===== config.mk =====
export PLATFORM = sky130hd
export DESIGN_NAME = plc_config_bank
export DESIGN_NICKNAME = d
export VERILOG_FILES = /design/src/rtl/plc_pkg.sv /design/src/rtl/plc_timer_if.sv /design/src/rtl/plc_period_timer.sv /design/src/rtl/plc_config_bank.sv
export SDC_FILE = /design/constraint.sdc
export NUM_CORES = 1
export LEC_CHECK = 0
export BUFFER_PORTS_ARGS = -buffer_cell sky130_fd_sc_hd__buf_2
export CORE_ASPECT_RATIO = 0.8
export CORE_MARGIN = 2
export CORE_UTILIZATION = 41
export CTS_BUF_LIST = sky130_fd_sc_hd__clkbuf_4
export DETAILED_ROUTE_END_ITERATION = 7
export PLACE_DENSITY = 0.6
export SYNTH_ARGS = -nofsm -noshare
export SYNTH_HDL_FRONTEND = slang
export SYNTH_SLANG_ARGS = --single-unit
export TNS_END_PERCENT = 20

===== constraint.sdc =====
create_clock -name clk -period 2.7 [get_ports clk]
set_input_delay 0.135 -clock clk [delete_from_list [all_inputs] [get_ports clk]]
set_output_delay 0.135 -clock clk [all_outputs]
set_load 0.01 [all_outputs]

===== src/rtl/plc_pkg.sv =====
// Constants and types shared by the port lock and low power config bank
package plc_pkg;
  localparam logic [15:0] ADDR_CAPTURE_CFG = 16'he706;
  localparam logic [15:0] ADDR_LP_MONITOR = 16'hec00;
  localparam logic [15:0] ADDR_SECOND_CTRL = 16'hec01;
  localparam logic [7:0] CAPTURE_CFG_RESET = 8'h00;
  localparam logic [7:0] LP_MONITOR_RESET = 8'h00;
  localparam logic [7:0] SECOND_CTRL_RESET = 8'h00;
  localparam logic [7:0] CAPTURE_CFG_MASK = 8'h3f;
  localparam logic [7:0] SECOND_CTRL_MASK = 8'h07;
  localparam int XFER_LSB = 3;
  localparam int STROBE_POL_BIT = 5;
  localparam int THRESH_LSB = 0;
  localparam int PERIOD_LSB = 3;
  localparam int EXT_REF_BIT = 0;
  localparam int LOCK_BIT = 1;
  localparam int IRQ_MASK_BIT = 2;
  localparam logic [1:0] XFER_RESERVED = 2'h3;
  localparam logic [1:0] XFER_ALL = 2'h0;
  localparam int TOGGLES_TO_SPI = 3;
  localparam int CLK_HZ = 25000000;
  localparam int LINE_TIME_MS = 20;
  localparam int LINE_CYCLES = CLK_HZ / 1000 * LINE_TIME_MS;
  localparam logic [4:0] PERIOD_OFFSET_IRQ = 5'h0a;
  localparam logic [4:0] PERIOD_OFFSET_EXT = 5'h01;
  typedef enum logic [1:0] {PLC_PORT_I2C, PLC_PORT_SPI} plc_port_t;
endpackage : plc_pkg


===== src/rtl/plc_timer_if.sv =====
// Interface carrying the low power measurement period request and done
`timescale 1ns/1ps
interface plc_timer_if;
  logic start;
  logic [5:0] lines;
  logic done;
  modport ctrl (output start, output lines, input done);
  modport timer (input start, input lines, output done);
endinterface : plc_timer_if


===== src/rtl/plc_period_timer.sv =====
// Measurement period timer counting 20 ms line periods
`timescale 1ns/1ps
module plc_period_timer #(
  parameter int LINE_CYCLES = plc_pkg::LINE_CYCLES
) (
  input wire logic clk, // Clock
  input wire logic rst_n, // Async reset, active low
  plc_timer_if.timer tif // Period request and done
);
  logic [31:0] cyc_q, cyc_d;
  logic [5:0] left_q, left_d;
  logic run_q, run_d;
  logic done_q, done_d;
  always_comb begin
    cyc_d = cyc_q;
    left_d = left_q;
    run_d = run_q;
    done_d = 1'b0;
    if (tif.start) begin
      run_d = 1'b1;
      cyc_d = 32'h0;
      left_d = tif.lines;
    end else if (run_q) begin
      if (cyc_q == 32'(LINE_CYCLES - 1)) begin
        cyc_d = 32'h0;
        if (left_q <= 6'h1) begin
          run_d = 1'b0;
          done_d = 1'b1;
        end else begin
          left_d = left_q - 6'h1;
        end
      end else begin
        cyc_d = cyc_q + 32'h1;
      end
    end
  end
  always_ff @(posedge clk or negedge rst_n) begin
    if (!rst_n) begin
      cyc_q <= 32'h0;
      left_q <= 6'h0;
      run_q <= 1'b0;
      done_q <= 1'b0;
    end else begin
      cyc_q <= cyc_d;
      left_q <= left_d;
      run_q <= run_d;
      done_q <= done_d;
    end
  end
  assign tif.done = done_q;
endmodule : plc_period_timer


===== src/rtl/plc_config_bank.sv =====
// Port lock and low power configuration register bank
`timescale 1ns/1ps
module plc_config_bank #(
  parameter bit HAS_LP_MONITOR = 1'b1,
  parameter int LINE_CYCLES = plc_pkg::LINE_CYCLES
) (
  input wire logic clk, // Clock 25 MHz
  input wire logic rst_n, // Async reset, active low
  input wire logic reg_wr, // Register write strobe, one cycle
  input wire logic reg_rd, // Register read strobe, one cycle
  input wire logic [15:0] reg_addr, // Register address
  input wire logic [7:0] reg_wdata, // Write data
  output logic [7:0] reg_rdata, // Read data, registered
  output logic reg_hit, // Read address was mapped, registered
  input wire logic select_or_strobe_pin, // Raw select pin from host
  output logic strobe_active_level, // Level the strobe pin uses when active
  input wire logic capture_strobe_req, // Capture port strobe request
  output logic select_or_strobe_out, // Strobe output with polarity applied
  output logic [1:0] capture_transfer_select, // Effective transfer select
  output logic [2:0] low_power_current_threshold, // Threshold select
  input wire logic low_power_monitor_mode, // Device in low power monitor mode
  input wire logic lp_measure_start, // Start interrupt variant measurement
  output logic lp_measure_done, // Measurement period over, one cycle
  output logic external_reference_select, // 1 selects external reference
  input wire logic first_irq_req, // First interrupt request, active high
  output logic first_interrupt_pin_n, // First interrupt pin, active low
  output logic spi_active, // Host port is SPI
  output logic port_locked // Host port choice locked
);
  logic [7:0] cap_q, cap_d;
  logic [7:0] lpm_q, lpm_d;
  logic [7:0] ctl_q, ctl_d;
  logic [7:0] rdata_q, rdata_d;
  logic hit_q, hit_d;
  plc_pkg::plc_port_t port_q, port_d;
  logic lock_q, lock_d;
  logic [1:0] tog_q, tog_d;
  logic ss_m_q, ss_s_q, ss_prev_q;
  logic ss_edge;
  logic lpm_en;
  plc_timer_if tif ();

  assign lpm_en = HAS_LP_MONITOR;

  always_ff @(posedge clk or negedge rst_n) begin
    if (!rst_n) begin
      ss_m_q <= 1'b1;
      ss_s_q <= 1'b1;
      ss_prev_q <= 1'b1;
    end else begin
      ss_m_q <= select_or_strobe_pin;
      ss_s_q <= ss_m_q;
      ss_prev_q <= ss_s_q;
    end
  end
  assign ss_edge = ss_s_q ^ ss_prev_q;

  always_comb begin
    cap_d = cap_q;
    lpm_d = lpm_q;
    ctl_d = ctl_q;
    port_d = port_q;
    lock_d = lock_q;
    tog_d = tog_q;
    if (reg_wr) begin
      case (reg_addr)
        plc_pkg::ADDR_CAPTURE_CFG: cap_d = reg_wdata & plc_pkg::CAPTURE_CFG_MASK;
        plc_pkg::ADDR_LP_MONITOR: begin
          if (lpm_en) begin
            lpm_d = reg_wdata;
          end
        end
        plc_pkg::ADDR_SECOND_CTRL: begin
          ctl_d = reg_wdata & plc_pkg::SECOND_CTRL_MASK;
          if (port_q == plc_pkg::PLC_PORT_SPI) begin
            lock_d = 1'b1;
          end else if (reg_wdata[plc_pkg::LOCK_BIT]) begin
            lock_d = 1'b1;
          end
        end
        default: ;
      endcase
    end
    // Lock is never cleared except by reset, so mode changes keep it
    if (!lock_q && port_q == plc_pkg::PLC_PORT_I2C && ss_edge) begin
      if (tog_q == 2'(plc_pkg::TOGGLES_TO_SPI - 1)) begin
        port_d = plc_pkg::PLC_PORT_SPI;
        tog_d = 2'h0;
      end else begin
        tog_d = tog_q + 2'h1;
      end
    end
  end

  always_comb begin
    rdata_d = rdata_q;
    hit_d = hit_q;
    if (reg_rd) begin
      hit_d = 1'b1;
      case (reg_addr)
        plc_pkg::ADDR_CAPTURE_CFG: rdata_d = cap_q;
        plc_pkg::ADDR_LP_MONITOR: begin
          rdata_d = lpm_en ? lpm_q : 8'h00;
          hit_d = lpm_en;
        end
        plc_pkg::ADDR_SECOND_CTRL: rdata_d = ctl_q;
        default: begin
          rdata_d = 8'h00;
          hit_d = 1'b0;
        end
      endcase
    end
  end

  always_ff @(posedge clk or negedge rst_n) begin
    if (!rst_n) begin
      cap_q <= plc_pkg::CAPTURE_CFG_RESET;
      lpm_q <= plc_pkg::LP_MONITOR_RESET;
      ctl_q <= plc_pkg::SECOND_CTRL_RESET;
      port_q <= plc_pkg::PLC_PORT_I2C;
      lock_q <= 1'b0;
      tog_q <= 2'h0;
      rdata_q <= 8'h00;
      hit_q <= 1'b0;
    end else begin
      cap_q <= cap_d;
      lpm_q <= lpm_d;
      ctl_q <= ctl_d;
      port_q <= port_d;
      lock_q <= lock_d;
      tog_q <= tog_d;
      rdata_q <= rdata_d;
      hit_q <= hit_d;
    end
  end

  always_comb begin
    capture_transfer_select = cap_q[plc_pkg::XFER_LSB +: 2];
    if (capture_transfer_select == plc_pkg::XFER_RESERVED) begin
      capture_transfer_select = plc_pkg::XFER_ALL;
    end
  end

  assign strobe_active_level = cap_q[plc_pkg::STROBE_POL_BIT];
  assign select_or_strobe_out = capture_strobe_req ~^ strobe_active_level ? 1'b1 : 1'b0;
  assign low_power_current_threshold = lpm_q[plc_pkg::THRESH_LSB +: 3];
  assign external_reference_select = ctl_q[plc_pkg::EXT_REF_BIT];
  assign first_interrupt_pin_n =
      ~(first_irq_req & ~(low_power_monitor_mode & ctl_q[plc_pkg::IRQ_MASK_BIT]));
  assign spi_active = (port_q == plc_pkg::PLC_PORT_SPI);
  assign port_locked = lock_q;
  assign reg_rdata = rdata_q;
  assign reg_hit = hit_q;

  assign tif.start = lp_measure_start & lpm_en;
  assign tif.lines = {1'b0, lpm_q[plc_pkg::PERIOD_LSB +: 5]} + {1'b0, plc_pkg::PERIOD_OFFSET_IRQ};
  assign lp_measure_done = tif.done;

  plc_period_timer #(
    .LINE_CYCLES(LINE_CYCLES)
  ) u_timer (
    .clk(clk),
    .rst_n(rst_n),
    .tif(tif)
  );
endmodule : plc_config_bank


==> impl_results.md <==
* Initial antenna violation count at 0
* Final worst setup slack at 0.414 ns
* Async SR Flop Fraction at 100%
* Placer Congestion at around 0.85
* Worst slew pin tran at 0.920 ns
* Nets at 460
* Cts bufs inserted at 9
* Syn Std Cell Area at 0.00368 mm²
* Die area at 0.00977 mm²
* Number of global-route vias before repair at 2776
* H-tree depth at 3
* 1st-iter DRT viols at 142
* Share of layout cells above drive strength 1 at between 20% and 30%
* Largest net degree at the start of global routing at 74
* Via density at approximately 5.4
* Pwr Total at ~2.2 mW
* Clock Sinks at 73
* Final period util at 84.7%
* Post-Syn Area per Cell at 10.3 µm²
* Bufs on Longest Clock Path at 2
* Req. time, crit path at 3.01 ns
* Comb pwr share at 8.3%
* Fmax at around 440 MHz
* Hold Crit Class: primary input to flip-flop
* Worst-Skew Late Latency at between 0.4 and 0.5 ns
* Minimum clock period at 2.29 ns
* First-pass GRT wire length at 13600 µm
* PD cells at 514 mW/mm²
* Cell area after layout at 0.00436 mm²
* CTS root buf: clkbuf_4
* Drt wl/cell at ~15 µm
* DP Worst Slack at 0.400 ns
* Post-synth cell types at 49
* Psw at 0.537 mW
* Seq cells post-synth at 73
* Wirelength, routed at 7920 µm
* Number of gates resized after CTS at 0
* Die width at 110 µm
* Cell-internal power at between 1.5 and 2 mW
* DRT Pass-1 Iters at 4
* Commonest non-fill, non-tap cell in the layout: dfrtp_1
* Sequential power share at 51.8%
* CTS tree: done
* Rows at 30
* Max-slew violations at 0
* Max-cap violations at 0
* PortBufs at 53
* Finished Layout Cells at 540
* Detailed placement HPWL at 5530 µm
* Die Y at slightly below 90 µm
* Worst Skew at 0.0194 ns
* Starting Density at 42.9%
* Finish-stage setup viols at 0
* Most frequent cells in the layout: 70 x dfrtp_1, 52 x buf_2, 48 x nor2_1
* Worst path arrival time at about 2.6 ns
* Grt total ovfl at 0
* DR DRC count at 0
* Top FF cell, synth: dfrtp_1
* Ports at 54
* Synth Net Count at a little under 400
* Clk network pwr share at approximately two fifths
* Cell count after synthesis at ~360
* Run status: finished, final reports clean
* Antenna-violating nets left at 0
* Count of flip-flops with a built-in enable after synthesis at 0
* Clock-pin slew on the worst setup and hold paths at 0.14 ns
* Seq/Total Area, Yosys at just under 50%
* Worst relative slew slack at approximately two fifths
* Critical path class: flip-flop to flip-flop
* Final Hold Fails at 0
* Setup TNS at 0 ns
* Antenna Cells at 0
* Number of synthesis warnings at 0
* Crit end category: flip-flop
* Area Growth Syn to Fin at 18.3%
* Core region area at 0.00860 mm²
* Net Sw Frac at 24.0%
* Leakage at 1.98 nW
* Inst Count DP at 514
* CP Launch Type: flip-flop
* Max FO, Critical Path at 8
* GRT Total Usage at 18.0%
* Post-DP Area at 0.00407 mm²
* Via count at about 2900
* RSZ-0062 raised after global routing: no
* VDD IR-drop max at between 0.2 and 0.3 mV
-- timing repair --
action                                  CTS  global route
endpoints found under the hold margin    88             0
buffers inserted                          0             0
endpoints found under the setup margin    0             0
hold buffers                             10             0
-- cells in the mapped netlist, types with 4 or more instances --
master | number | share of area, %
mux2_2 | 19 | 5.8
nor4_1 | 10 | 1.7
nor3_1 | 7 | 0.95
nand2b_1 | 4 | 0.68
mux2i_1 | 5 | 1.4
inv_1 | 10 | 1.0
xor2_1 | 18 | 4.3
a21oi_1 | 12 | 1.6
dfrtp_1 | 70 | 48
ha_1 | 4 | 1.4
nand2_1 | 25 | 2.5
nand4_1 | 15 | 2.5
nand3_1 | 19 | 2.6
xnor2_1 | 15 | 3.6
nor2_1 | 48 | 4.9
nor2b_1 | 4 | 0.68
o21ai_0 | 4 | 0.54
and3_1 | 6 | 1.0
buf_4 | 6 | 1.2
a22oi_1 | 4 | 0.81
clkbuf_1 | 8 | 0.81
-- logic make-up after synthesis --
kind of cell	Yosys count	share of synthesized area (%)
buf+inv	25	3.16
flops	73	49.7
mux	24	7.16
simple gates	159	22.8
fa+ha+maj	4	1.36
xor+xnor	33	7.84
compound gates	40	8.05
-- final timing paths --
check | to | startpoint | cells past startpoint | slack, ns
max | u_timer.left_q[4] | u_timer.cyc_q[24] | 5 | 0.41
min | reg_rdata[3] | reg_rd | 2 | 0.1
max reg2reg | u_timer.left_q[4] | u_timer.cyc_q[24] | 5 | 0.41
min reg2reg | ss_s_q | ss_m_q | 0 | 0.37
max in group asynchronous | u_timer.cyc_q[9] | rst_n | 2 | 1.72
min in group asynchronous | u_timer.cyc_q[0] | rst_n | 2 | 0.37
-- sequential cells by signal, indices dropped and copies added, names as in the netlist --
signal            cells
tog_q                 2
reg_rdata             8
lpm_q                 8
u_timer.tif.done      1
ss_s_q                1
u_timer.cyc_q        32
ss_prev_q             1
cap_q                 6
ss_m_q                1
port_locked           1
u_timer.left_q        6
ctl_q                 3
u_timer.run_q         1
port_q                1
reg_hit               1
-- critical path, cell delays in order, from the launching register on --
cell      delay, ns
dfrtp_1        0.46
or4_1          0.53
or4_4          0.48
nor3_2         0.37
and4b_1        0.26
o211ai_1       0.08
-- per-stage QoR --
step	hold WS, ns	utilization, %
CTS	0.0599	50.7
floorplan	-0.161	-
finish	0.0968	50.7
detailed placement	0.244	47.3
global placement	0.241	47.3
global route	0.0699	50.7
-- layout make-up --
class | count | area, µm²
Sequential cell | 73 | 1830
Clock buffer | 10 | 75.1
Inverter | 11 | 41.3
Clock inverter | 6 | 116
Tap cell | 112 | 140
Fill cell | 795 | 4240
Multi-Input combinational cell | 260 | 1750
Timing Repair Buffer | 68 | 405
-- metal layers --
metal	vias to the layer above	track usage (%)	share of wire, %
met2	87	26.5	43
met4	0	4.95	0.88
met1	1406	25.1	50
li1	1405	-	-
met3	9	6.41	6.6
met5	-	0	0
-- power groups by stage --
| stage | Sequential, mW | Clock [mW] | Combinational (mW) |
|---|---|---|---|
| after floorplan | 1.18 | 0 | 0.0997 |
| after global placement | 1.18 | 0 | 0.176 |
| after detailed placement | 1.18 | 0 | 0.180 |
| after CTS | 1.16 | 0.921 | 0.191 |
| after global routing | 1.17 | 0.976 | 0.214 |
| final | 1.16 | 0.894 | 0.187 |
(Power assumes the default switching activity.)
